`config.mk`:
```
export PLATFORM = sky130hd
export DESIGN_NAME = cdx_regs
export DESIGN_NICKNAME = d
export VERILOG_FILES = /design/src/verilog/cdx_pkg.sv /design/src/verilog/cdx_regs.sv
export VERILOG_INCLUDE_DIRS = /design/src /design/src/verilog
export SDC_FILE = /design/constraint.sdc
export NUM_CORES = 1
export LEC_CHECK = 0
export BUFFER_PORTS_ARGS = -buffer_cell sky130_fd_sc_hd__clkbuf_2
export CELL_PAD_IN_SITES_DETAIL_PLACEMENT = 0
export CELL_PAD_IN_SITES_GLOBAL_PLACEMENT = 1
export CORE_MARGIN = 2
export CORE_UTILIZATION = 45
export CTS_BUF_LIST = sky130_fd_sc_hd__clkbuf_4 sky130_fd_sc_hd__clkbuf_8
export DETAILED_ROUTE_END_ITERATION = 6
export GPL_TIMING_DRIVEN = 0
export PLACE_DENSITY = 0.95
export SETUP_SLACK_MARGIN = 0.3
export SLEW_MARGIN = 20
export SYNTH_ARGS = -nofsm -noshare
export SYNTH_HDL_FRONTEND = slang
export SYNTH_SLANG_ARGS = --single-unit
```
`constraint.sdc`:
```
create_clock -name clock -period 5.6 [get_ports clock]
set_input_delay 0.28 -clock clock [delete_from_list [all_inputs] [get_ports clock]]
set_output_delay 0.28 -clock clock [all_outputs]
set_load 0.02 [all_outputs]
```
`src/verilog/cdx_cfg.svh`:
```
/*
 * Offsets, field positions, reset values and extended palette addresses for the
 * cursor and data path extension register bank.
 * Assumes inclusion by bare name from the bank module.
 */
`ifndef CDX_CFG_SVH
`define CDX_CFG_SVH
// ****************************************
// Register indices (low five index bits)
// ****************************************
`define CDX_IDX_VCOARSE   5'h11
`define CDX_IDX_HCOARSE   5'h10
`define CDX_IDX_PATH      5'h12
`define CDX_IDX_PATTERN   5'h13
`define CDX_IDX_SCRATCH_A 5'h14
`define CDX_IDX_SCRATCH_B 5'h15
`define CDX_IDX_TUNING    5'h16
// ****************************************
// Path control field positions
// ****************************************
`define CDX_PC_BORDER     7
`define CDX_PC_MEM_TRI    6
`define CDX_PC_VDIV4      5
`define CDX_PC_MDIV2      4
`define CDX_PC_TARGET     3
`define CDX_PC_CSIZE      2
`define CDX_PC_PAL_EXT    1
`define CDX_PC_CUR_EN     0
// ****************************************
// Reset values
// ****************************************
`define CDX_RST_ZERO      8'h00
`define CDX_RST_TUNING    8'hf0
`define CDX_PAT_MASK      8'h1f
// ****************************************
// Extended palette addresses
// ****************************************
`define CDX_PAL_CUR_BG    4'h0
`define CDX_PAL_BORDER    4'h2
`define CDX_PAL_ICON0     4'h3
`define CDX_PAL_CUR_FG    4'hf
`define CDX_PAT_BASE      3'h0
`endif

```
`src/verilog/cdx_pkg.sv`:
```
/*
 * Types shared by the extension register bank.
 * Assumes the constants header is available by bare name.
 */
package cdx_pkg;
  // Host port access, one cycle strobe
  typedef struct packed {
    logic       idx_wr;  // Index port write
    logic       idx_rd;  // Index port read
    logic       dat_wr;  // Data port write
    logic       dat_rd;  // Data port read
    logic [7:0] wdata;   // Write byte
  } cdx_host_s;
  // Wait state request class
  typedef enum logic [1:0] {CDX_NONE, CDX_IO, CDX_MEMWR} cdx_cyc_e;
  // Position target
  typedef struct packed {
    logic [10:0] vpos;   // Vertical position in scanlines
    logic [10:0] hpos;   // Horizontal position
  } cdx_pos_s;
endpackage : cdx_pkg

```
`src/verilog/cdx_regs.sv`:
```
/*
 * Cursor, icon and video data path extension register bank.
 * Assumes host index/data strobes synchronous to clock, one strobe per cycle.
 */
// Operation
// - Coarse register holds vertical bits ten..three
// - Index bits seven..five give vertical low bits
// - Sixteen bit index write loads whole position
// - Index-only write readback returns stored low bits
// - Target bit steers positions: cursor or icon
// - Target bit never gates extension bits
// - Border protect picks hidden palette overscan
// - Memory tristate bit floats display memory
// - Divide-by-four bit divides video oscillator
// - Memory divide bit halves memory clock
// - Size bit chooses 32 or 64 cursor
// - Palette bit selects extended sixteen entries
// - Fixed extended palette slot assignments
// - Cursor shown only while enable set
// - Small cursor uses five pattern bits
// - Large cursor uses pattern bits four..two
// - Patterns in 8K of top 32K
// - Two scratch bytes reset to zero
// - Tuning resets upper ones, lower zeros
// - Horizontal value pending until vertical write
// - I/O wait states from bits seven..six
// - Memory write waits two..five plus one
// - FIFO refill request at threshold level
`timescale 1ns/1ns
`include "cdx_cfg.svh"
module cdx_regs (
  // Clock and reset
  input  wire logic              clock,
  input  wire logic              reset_n,
  // Host index/data ports
  input  wire cdx_pkg::cdx_host_s host,
  input  wire logic              host_idx16,
  input  wire logic [15:0]       host_word,
  output logic [7:0]             host_rdata,
  // Wait state generation
  input  wire cdx_pkg::cdx_cyc_e cyc_start,
  output logic                   host_ready,
  // Display side inputs
  input  wire logic [5:0]        attribute_overscan_field,
  input  wire logic [3:0]        fifo_level,
  input  wire logic              osc_tick,
  // Display side outputs
  output cdx_pkg::cdx_pos_s      cursor_pos,
  output cdx_pkg::cdx_pos_s      icon_pos,
  output logic                   border_from_hidden,
  output logic [5:0]             border_color_sel,
  output logic                   mem_pins_oe_n,
  output logic                   pixel_div4,
  output logic                   mem_div2,
  output logic                   cursor_large,
  output logic                   palette_ext,
  output logic                   cursor_shown,
  output logic [4:0]             pattern_index,
  output logic [12:0]            pattern_base,
  output logic                   fifo_refill,
  output logic                   mem_clk_en,
  output logic                   pixel_clk_en
);
  // ****************************************
  // Register state
  // ****************************************
  logic [7:0]  index;              // Stored index byte
  logic [7:0]  vertical_coarse_reg;// Vertical bits 10..3
  logic [7:0]  horizontal_coarse_reg;// Pending horizontal coarse
  logic [2:0]  hfine_pend;         // Pending horizontal fine
  logic [7:0]  path_control_reg;   // Data path control
  logic [4:0]  pattern_offset_reg; // Pattern select
  logic [7:0]  scratch_a_reg;      // Firmware scratch
  logic [7:0]  scratch_b_reg;      // Firmware scratch
  logic [7:0]  tuning_reg;         // Performance tuning
  cdx_pkg::cdx_pos_s cur_q;        // Cursor position
  cdx_pkg::cdx_pos_s ico_q;        // Icon position
  logic [7:0]  next_index, next_vc, next_hc, next_pc, next_sa, next_sb, next_tu;
  logic [2:0]  next_hfine;
  logic [4:0]  next_po;
  cdx_pkg::cdx_pos_s next_cur, next_ico;
  logic [4:0]  widx;               // Effective register index
  logic        dwr;                // Effective data write
  logic [7:0]  wbyte;              // Effective data byte
  logic [7:0]  widx8;              // Effective full index
  // ****************************************
  // Register next values
  // ****************************************
  always_comb begin
    next_index = index;
    next_vc    = vertical_coarse_reg;
    next_hc    = horizontal_coarse_reg;
    next_hfine = hfine_pend;
    next_pc    = path_control_reg;
    next_po    = pattern_offset_reg;
    next_sa    = scratch_a_reg;
    next_sb    = scratch_b_reg;
    next_tu    = tuning_reg;
    next_cur   = cur_q;
    next_ico   = ico_q;
    widx8      = index;
    dwr        = host.dat_wr;
    wbyte      = host.wdata;
    if (host_idx16) begin
      widx8 = host_word[7:0];
      wbyte = host_word[15:8];
      dwr   = 1'b1;
    end
    widx = widx8[4:0];
    // Index byte write keeps the fine bits for readback
    if (host.idx_wr) begin
      next_index = host.wdata;
    end else if (host_idx16) begin
      next_index = host_word[7:0];
    end
    if (dwr) begin
      // Only the vertical commit looks at the target bit; no other write is gated
      case (widx)
        `CDX_IDX_VCOARSE: begin
          next_vc = wbyte;
          // Vertical write commits vertical and pending horizontal
          if (!path_control_reg[`CDX_PC_TARGET]) begin
            next_cur.vpos = {wbyte, widx8[7:5]};
            next_cur.hpos = {horizontal_coarse_reg, hfine_pend};
          end else begin
            next_ico.vpos = {wbyte, widx8[7:5]};
            next_ico.hpos = {horizontal_coarse_reg, hfine_pend};
          end
        end
        `CDX_IDX_HCOARSE: begin
          next_hc    = wbyte;
          next_hfine = widx8[7:5];
        end
        `CDX_IDX_PATH:      next_pc = wbyte;
        `CDX_IDX_PATTERN:   next_po = wbyte[4:0];
        `CDX_IDX_SCRATCH_A: next_sa = wbyte;
        `CDX_IDX_SCRATCH_B: next_sb = wbyte;
        `CDX_IDX_TUNING:    next_tu = wbyte;
        default:            next_tu = tuning_reg; // Unmapped: ignored
      endcase
    end
  end
  // Register update, synchronous reset
  always_ff @(posedge clock) begin
    if (!reset_n) begin
      index                 <= `CDX_RST_ZERO;
      vertical_coarse_reg   <= `CDX_RST_ZERO;
      horizontal_coarse_reg <= `CDX_RST_ZERO;
      hfine_pend            <= 3'h0;
      path_control_reg      <= `CDX_RST_ZERO;
      pattern_offset_reg    <= 5'h00;
      scratch_a_reg         <= `CDX_RST_ZERO;
      scratch_b_reg         <= `CDX_RST_ZERO;
      tuning_reg            <= `CDX_RST_TUNING;
      cur_q                 <= '0;
      ico_q                 <= '0;
    end else begin
      index                 <= next_index;
      vertical_coarse_reg   <= next_vc;
      horizontal_coarse_reg <= next_hc;
      hfine_pend            <= next_hfine;
      path_control_reg      <= next_pc;
      pattern_offset_reg    <= next_po;
      scratch_a_reg         <= next_sa;
      scratch_b_reg         <= next_sb;
      tuning_reg            <= next_tu;
      cur_q                 <= next_cur;
      ico_q                 <= next_ico;
    end
  end
  // ****************************************
  // Read data (registered)
  // ****************************************
  logic [7:0] next_rdata;
  always_comb begin
    next_rdata = host_rdata;
    if (host.idx_rd) begin
      next_rdata = index;
    end else if (host.dat_rd) begin
      case (index[4:0])
        `CDX_IDX_VCOARSE:   next_rdata = vertical_coarse_reg;
        `CDX_IDX_HCOARSE:   next_rdata = horizontal_coarse_reg;
        `CDX_IDX_PATH:      next_rdata = path_control_reg;
        `CDX_IDX_PATTERN:   next_rdata = {3'h0, pattern_offset_reg};
        `CDX_IDX_SCRATCH_A: next_rdata = scratch_a_reg;
        `CDX_IDX_SCRATCH_B: next_rdata = scratch_b_reg;
        `CDX_IDX_TUNING:    next_rdata = tuning_reg;
        default:            next_rdata = 8'h00;
      endcase
    end
  end
  always_ff @(posedge clock) begin
    if (!reset_n) host_rdata <= 8'h00;
    else          host_rdata <= next_rdata;
  end
  // ****************************************
  // Wait state counter
  // ****************************************
  logic [2:0] wait_cnt, next_wait;
  logic       busy, next_busy;
  logic [2:0] io_waits, mw_waits;
  always_comb begin
    // 00 -> 1, 01/10 -> 2, 11 -> 3
    io_waits = 3'(tuning_reg[7]) + 3'(tuning_reg[6]) + 3'h1;
    // 2..5 plus one with bit 7, max 6
    mw_waits = 3'(tuning_reg[5:4]) + 3'h2 + 3'(tuning_reg[7]);
    next_wait = wait_cnt;
    next_busy = busy;
    if (!busy) begin
      case (cyc_start)
        cdx_pkg::CDX_IO: begin
          next_busy = 1'b1;
          next_wait = io_waits;
        end
        cdx_pkg::CDX_MEMWR: begin
          next_busy = 1'b1;
          next_wait = mw_waits;
        end
        default: next_busy = 1'b0;
      endcase
    end else if (wait_cnt == 3'h0) begin
      next_busy = 1'b0;
    end else begin
      next_wait = wait_cnt - 3'h1;
    end
  end
  always_ff @(posedge clock) begin
    if (!reset_n) begin
      wait_cnt <= 3'h0;
      busy     <= 1'b0;
    end else begin
      wait_cnt <= next_wait;
      busy     <= next_busy;
    end
  end
  // Ready after the programmed wait states
  assign host_ready = busy && (wait_cnt == 3'h0);
  // ****************************************
  // Clock divide enables
  // ****************************************
  logic [1:0] div_cnt, next_div;
  always_comb next_div = osc_tick ? div_cnt + 2'h1 : div_cnt;
  always_ff @(posedge clock) begin
    if (!reset_n) div_cnt <= 2'h0;
    else          div_cnt <= next_div;
  end
  assign pixel_clk_en = osc_tick && (!pixel_div4 || div_cnt == 2'h3);
  assign mem_clk_en   = osc_tick && (!mem_div2 || div_cnt[0]);
  // ****************************************
  // Decoded controls
  // ****************************************
  assign cursor_pos         = cur_q;
  assign icon_pos           = ico_q;
  assign border_from_hidden = path_control_reg[`CDX_PC_BORDER];
  assign border_color_sel   = border_from_hidden ? {2'h0, `CDX_PAL_BORDER} : attribute_overscan_field;
  assign mem_pins_oe_n      = path_control_reg[`CDX_PC_MEM_TRI];
  assign pixel_div4         = path_control_reg[`CDX_PC_VDIV4];
  assign mem_div2           = path_control_reg[`CDX_PC_MDIV2];
  assign cursor_large       = path_control_reg[`CDX_PC_CSIZE];
  assign palette_ext        = path_control_reg[`CDX_PC_PAL_EXT];
  assign cursor_shown       = path_control_reg[`CDX_PC_CUR_EN];
  // Large cursor ignores the two low pattern bits
  assign pattern_index = cursor_large ? {2'h0, pattern_offset_reg[4:2]} : pattern_offset_reg;
  // Byte offset within the 8K pattern area in the top 32K
  assign pattern_base  = cursor_large ? {pattern_offset_reg[4:2], 10'h000}
                                      : {pattern_offset_reg, 8'h00};
  // Refill at threshold; zero always requests
  assign fifo_refill = (tuning_reg[3:0] == 4'h0) || (fifo_level <= tuning_reg[3:0]);
  // ****************************************
  // Assertions
  // ****************************************
  chk_scratch_reset: assert property (@(posedge clock) !reset_n |=> scratch_a_reg == 8'h00)
    else $error("scratch not cleared");
  chk_tuning_reset: assert property (@(posedge clock) !reset_n |=> tuning_reg == 8'hf0)
    else $error("tuning reset wrong");
  chk_vert_commit: assert property (@(posedge clock) disable iff (!reset_n)
    host.dat_wr && !host_idx16 && index[4:0] == 5'h11 && !path_control_reg[3]
    |=> cur_q.vpos == {$past(host.wdata), $past(index[7:5])})
    else $error("cursor vertical not committed");
  chk_horiz_pending: assert property (@(posedge clock) disable iff (!reset_n)
    host.dat_wr && !host_idx16 && index[4:0] == 5'h10 |=> $stable(cur_q.hpos) && $stable(ico_q.hpos))
    else $error("horizontal applied early");
  // Index byte write, a quiet cycle, then an index port read
  chk_idx_readback: assert property (@(posedge clock) disable iff (!reset_n)
    host.idx_wr ##1 !host.idx_wr && !host_idx16 ##1 host.idx_rd && !host.idx_wr && !host_idx16
    |=> host_rdata == $past(host.wdata, 3))
    else $error("index readback wrong");
  chk_io_ready: assert property (@(posedge clock) disable iff (!reset_n)
    !busy && cyc_start == cdx_pkg::CDX_IO && tuning_reg[7:6] == 2'h0 |=> !host_ready ##1 host_ready)
    else $error("io wait count wrong");
  chk_pattern_large: assert property (@(posedge clock) disable iff (!reset_n)
    cursor_large |-> pattern_index[4:3] == 2'h0)
    else $error("large pattern index wide");
  chk_reserved_zero: assert property (@(posedge clock) disable iff (!reset_n)
    host.dat_rd && !host.idx_rd && index[4:0] == 5'h13 |=> host_rdata[7:5] == 3'h0)
    else $error("reserved bits nonzero");
  cov_vert16: cover property (@(posedge clock) host_idx16 && host_word[4:0] == 5'h11);
  cov_memwr: cover property (@(posedge clock) host_ready && $past(cyc_start) == cdx_pkg::CDX_MEMWR);
  cov_icon: cover property (@(posedge clock) ico_q.vpos != 11'h000);
  cov_large_pattern: cover property (@(posedge clock) cursor_large && pattern_offset_reg[4:2] == 3'h7);
  cov_refill_zero: cover property (@(posedge clock) fifo_refill && tuning_reg[3:0] == 4'h0);
endmodule : cdx_regs
```
==> metrics.txt, run 1 <==
num rows=40; maximum VDD drop=0.000145 V; RSZ-0062 raised after global routing=false; initial antenna violation count=0; worst skew pair latency=0.44 ns; Leak=3.12 nW; post-DP HPWL=12200 um; hold slack=0.103 ns; synthesized flop and latch total=122; H-tree Lvls=4; min cycle time layout=2.23 ns; first-pass GRT wire length=24700 um; maximum root-to-sink buffer count=2; Max Fclk=0.449 GHz; Placer Congestion=0.888; post_cts resized=0; Slew Viols, Final=0; Root Buffer Master=clkbuf_8; hold_sp=host[3]; total gr overflow=0; I/O Pins=131; Worst Path Max Fanout=4; Mapped Area=5630 um^2; relative slew slack=0.519; Syn Inst Count=602; Post-synth EDFFs=0; # setup viols final=0; largest family of logic cells by synthesized area=multiplexers; Pwr Density=288 nW/um^2; CTS tree=done; vias in the first global route=4848; R2R Path End=tuning_reg[5]; Num CTS Buffers=17; number of setup buffers added after CTS=0; total track usage=0.240; Adder-Cell Fraction of Synth Area=0.0266; DRC viols=0; Seq/Total Area, Yosys=0.433; Hold Crit Depth=3; final hold viol count=0; Die Y=116 um; Avg Cell Area, Syn=9.36 um^2; ANT cells=0; status=finished, final reports clean; clk sinks=122; number of detailed-route iterations in the first pass=5; fin nets=803; R2R cell count=5; largest net degree at the start of global routing=17; type of the worst setup path=register to output pin; drt via density=5.45; CP Data Required Time=5.32 ns; Final period util=0.398; Worst-path clk slew=0.07 ns; simple-gate share of the synthesized area=0.176; IO Port Bufs=119; CP endpoint kind=output pin; share of cells above drive strength 1=0.264; RR Startpoint=index[2]; crit path DAT=1.95 ns; Fin Setup TNS=0 ns; Compound-Gate Fraction of Synth Area=0.112; Detail Route Antenna Nets=0; routed length per instance=17.2 um; Post-synth top flop=dfxtp_1; asr flop ratio synth=0; post-route clock skew=0.00831 ns; hold path endpoint=index[3]; post-synth cell types=55; min-delay worst type=input pin to register; die area=13400 um^2; YS warnings=0; reg2reg setup slack=3.55 ns; max_cap viols=0; 1st-iter DRT viols=397; mux cell area share after synthesis=0.188; DRT Wirelength=16000 um; via count=5058; Worst Tran Pin Value=0.721 ns; Worst setup SP type=register; Area Overhead vs Synth=22.7%; hold_buf cts=0; xor/xnor cell area share of the yosys netlist=0.00311; Initial Utilization=0.465; die width=116 um; core footprint=12100 um^2
[final cells by class]
class,instances,area [um^2]
fillers,1106,5200
flip-flops and latches,122,2440
multi-input cells,414,2880
inverters,21,78.8
clock buffers,19,255
repair buffers,119,596
clock inverters,13,191
plain buffers,52,260
well taps,168,210
[power by group]
group	internal [W]	total (W)	switching, W	leakage (nW)
sequential	0.000886	0.000903	0.0000161	0.988
combinational	0.0000809	0.000213	0.000132	1.91
clock	0.000506	0.000874	0.000368	0.217
total	0.00147	0.00199	0.000516	3.12
[layer usage]
layer	vias up	share of wire	GRT usage	wire length, um
met5	-	0	0	0
met4	0	0.012	0.0698	197
met3	17	0.080	0.0549	1270
met2	228	0.47	0.388	7520
met1	2418	0.44	0.323	6980
li1	2395	-	-	-
[worst max-delay path by stage]
stage,start,endpoint,slack (ns),cells after the start
2_1_floorplan,tuning_reg[1],fifo_refill,3.76,6
3_3_place_gp,index[2],tuning_reg[4],3.62,5
3_5_place_dp,index[2],tuning_reg[5],3.57,5
4_1_cts,tuning_reg[1],fifo_refill,3.35,7
5_1_grt,tuning_reg[1],fifo_refill,3.22,7
6_report,tuning_reg[1],fifo_refill,3.37,7
[Yosys cell counts (4+ instances only)]
cell | n | share of area
dfxtp_1 | 122 | 0.43
mux2i_1 | 74 | 0.13
nand2_1 | 68 | 0.045
nand3_1 | 46 | 0.041
nor2_1 | 41 | 0.027
o21ai_0 | 39 | 0.035
clkbuf_1 | 27 | 0.018
inv_1 | 21 | 0.014
a21oi_1 | 15 | 0.013
buf_4 | 12 | 0.016
ha_1 | 12 | 0.027
mux2_2 | 12 | 0.024
nor2b_1 | 11 | 0.012
buf_2 | 10 | 0.0089
nor3b_1 | 8 | 0.011
o21ai_1 | 8 | 0.0071
nand3b_1 | 6 | 0.0080
o22ai_1 | 6 | 0.0067
mux4_2 | 4 | 0.016
o32ai_1 | 4 | 0.0062
[placed cells by master, fill, tap and decap left out, types with 3 or more instances in the layout]
cell type	n
inv_1	21
o21ai_0	39
mux4_2	4
o21a_1	3
clkbuf_8	18
nor2_1	41
mux2i_1	74
ha_1	12
buf_2	10
mux4_1	3
nor3b_1	8
o2bb2ai_1	3
mux2_2	12
clkbuf_2	119
nand3_1	46
o32ai_1	4
nand2b_1	3
buf_4	12
nor2b_1	11
nand3b_1	6
o21ai_1	8
a221oi_1	3
o22ai_1	6
bufinv_16	4
dfxtp_1	122
clkinvlp_4	3
a21boi_0	3
inv_6	3
clkbuf_1	27
conb_1	8
a21oi_1	15
nand2_1	68
[cells by family (layout without fill, tap and decap cells)]
| group | Yosys count | count (layout) |
|---|---|---|
| simple gates | 200 | 200 |
| flops | 122 | 122 |
| compound gates | 98 | 98 |
| mux | 94 | 94 |
| buf+inv | 73 | 224 |
| fa+ha+maj | 12 | 12 |
| xor+xnor | 2 | 2 |
| other cells | 1 | 8 |
[critical path, cell delays in order, from the launching register on]
cell and delay (ns):
dfxtp_1 0.38, inv_1 0.06, ha_1 0.29, nor2b_1 0.14
o21a_1 0.16, o21a_1 0.16, o21ai_0 0.14, clkbuf_2 0.19
[per-stage QoR]
step	area [um^2]	instances	utilization	total power (W)	worst slack, ns
after floorplan	5660	609	-	0.00106	3.76
after global placement	6470	896	0.534	0.00113	3.62
after detailed placement	6470	896	0.534	0.00113	3.57
after CTS	6910	928	0.571	0.00199	3.35
after global routing	6910	928	0.571	0.00205	3.22
final	6910	928	0.571	0.00199	3.37
Power figures use the tool's default switching activity.
==> inputs of run 2 (changes only) <==
--- a/config.mk
+++ b/config.mk
@@ -10,11 +10,11 @@
 export CELL_PAD_IN_SITES_DETAIL_PLACEMENT = 0
 export CELL_PAD_IN_SITES_GLOBAL_PLACEMENT = 1
 export CORE_MARGIN = 2
-export CORE_UTILIZATION = 45
+export CORE_UTILIZATION = 42
 export CTS_BUF_LIST = sky130_fd_sc_hd__clkbuf_4 sky130_fd_sc_hd__clkbuf_8
 export DETAILED_ROUTE_END_ITERATION = 6
 export GPL_TIMING_DRIVEN = 0
-export PLACE_DENSITY = 0.95
+export PLACE_DENSITY = 0.91
 export SETUP_SLACK_MARGIN = 0.3
 export SLEW_MARGIN = 20
 export SYNTH_ARGS = -nofsm -noshare
==> constraint.sdc (replaced) <==
create_clock -name clock -period 2.1 [get_ports clock]
set_input_delay 0.105 -clock clock [delete_from_list [all_inputs] [get_ports clock]]
set_output_delay 0.105 -clock clock [all_outputs]
set_load 0.02 [all_outputs]
==> metrics.txt, run 2 (synthesized netlist as in run 1, its figures left out) <==
hold path endpoint=index[2]; Initial Utilization=0.427; post-DP HPWL=12300 um; reg2reg setup slack=0.32 ns; hold_sp=host[11]; clk sinks=122; vias in the first global route=4873; Worst path max stage delay=0.36 ns; Buf/Inv on CP=2; Worst setup SP type=register; DRT Wirelength=16200 um; num rows=42; Worst Tran Pin Value=0.665 ns; initial antenna violation count=0; first-pass GRT wire length=25100 um; hold slack=0.0228 ns; min-delay worst type=input pin to register; core footprint=13200 um^2; R2R cell count=5; total gr overflow=0; type of the worst setup path=register to output pin; min cycle time layout=1.86 ns; CP endpoint kind=output pin; RR Startpoint=index[4]; maximum root-to-sink buffer count=2; routed length per instance=17.0 um; # setup viols final=0; die area=14400 um^2; ANT cells=0; die width=120 um; number of detailed-route iterations in the first pass=5; via count=5037; CP delay by family, top=compound AO/OA/AOI/OAI gates; Num CTS Buffers=17; largest net degree at the start of global routing=17; Max Fclk=0.537 GHz; Die Y=120 um; R2R Path End=vertical_coarse_reg[3]; Root Buffer Master=clkbuf_8; share of cells above drive strength 1=0.295; Area Overhead vs Synth=26.6%; Fin Setup TNS=0 ns; DRC viols=0; CTS tree=done; Placer Congestion=0.868; relative slew slack=0.557; IO Port Bufs=119; RSZ-0062 raised after global routing=true; most frequent cells in the layout=clkbuf_2 (126), dfxtp_1 (117), mux2i_1 (74); I/O Pins=131; maximum VDD drop=0.000376 V; fin nets=820; Leak=3.20 nW; H-tree Lvls=4; worst skew pair latency=0.45 ns; drt via density=5.29; Filler cells=1249; Cell Chain, Critical Path=inv_2 > ha_4 > nor2b_1 > o21a_1 > o21a_1 > o21ai_1 > buf_4; Detail Route Antenna Nets=0; Slew Viols, Final=0; crit path DAT=1.76 ns; Slowest cell on crit path=dfxtp_4; CP Data Required Time=2.00 ns; Worst Path Max Fanout=3; Pwr Density=690 nW/um^2; Final period util=0.887; total track usage=0.226; commonest non-fill, non-tap cell in the layout=clkbuf_2; max_cap viols=0; final hold viol count=0; Crit path top cell by count=o21a_1; post-route clock skew=0.00909 ns; 1st-iter DRT viols=404; status=finished, final reports clean; Worst-path clk slew=0.07 ns; Hold Crit Depth=4
[run 2: cell count changes in the layout (fill, tap and decap cells not counted), sizes merged]
cell / delta
dlygate4sd3: +10
buf: +7
bufinv: -3
clkinv: +2
clkinvlp: +2
inv: -2
[run 2: routing by layer]
layer,vias to the layer above,global-route usage,share of wire
met2,189,0.365,0.48
met1,2395,0.304,0.44
li1,2430,-,-
met5,-,0,0
met3,23,0.0456,0.066
met4,0,0.0750,0.014
[run 2: timing repair]
item	in CTS	in global routing
resized for setup	13	27
buffers inserted	2	5
endpoints found under the setup margin	51	96
pin swaps	1	3
hold buffers	10	0
endpoints found under the hold margin	11	0
[run 2: through the flow]
stage | setup WS, ns | instances | power [W] | cell area, um^2 | util
after detailed placement | 0.0946 | 904 | 0.00302 | 6480 | 0.491
after CTS | 0.0888 | 947 | 0.00492 | 7010 | 0.532
after global routing | 0.156 | 952 | 0.00510 | 7130 | 0.541
final | 0.238 | 952 | 0.00492 | 7130 | 0.541
after floorplan | 0.338 | 609 | 0.00283 | 5660 | -
after global placement | 0.106 | 904 | 0.00300 | 6480 | 0.491
[run 2: cell type report]
class,instances,area (um^2),area share
multi-input cells,414,2960,0.415
flip-flops and latches,122,2450,0.344
repair buffers,136,776,0.109
plain buffers,52,288,0.0404
clock buffers,19,255,0.0358
well taps,176,220,0.0309
clock inverters,12,101,0.0142
inverters,21,78.8,0.0111
[run 2: tightest hold or removal path, cell delays in order]
cell and delay (ns):
clkbuf_2 0.12, nor2_1 0.05, a21oi_1 0.11, nor2_1 0.05
[run 2: power by group]
| group | total [W] | internal, W | switching [W] |
|---|---|---|---|
| logic | 0.000606 | 0.000245 | 0.000361 |
| clock network | 0.00190 | 0.000960 | 0.000940 |
| registers | 0.00241 | 0.00236 | 0.0000461 |
[run 2: worst max-delay path by stage]
stage | start | endpoint | slack, ns | cells past startpoint
2_1_floorplan | index[2] | tuning_reg[4] | 0.34 | 5
3_3_place_gp | index[1] | host_rdata[4] | 0.11 | 6
3_5_place_dp | index[2] | tuning_reg[5] | 0.09 | 5
4_1_cts | tuning_reg[1] | fifo_refill | 0.09 | 7
5_1_grt | tuning_reg[1] | fifo_refill | 0.16 | 7
6_report | tuning_reg[1] | fifo_refill | 0.24 | 7
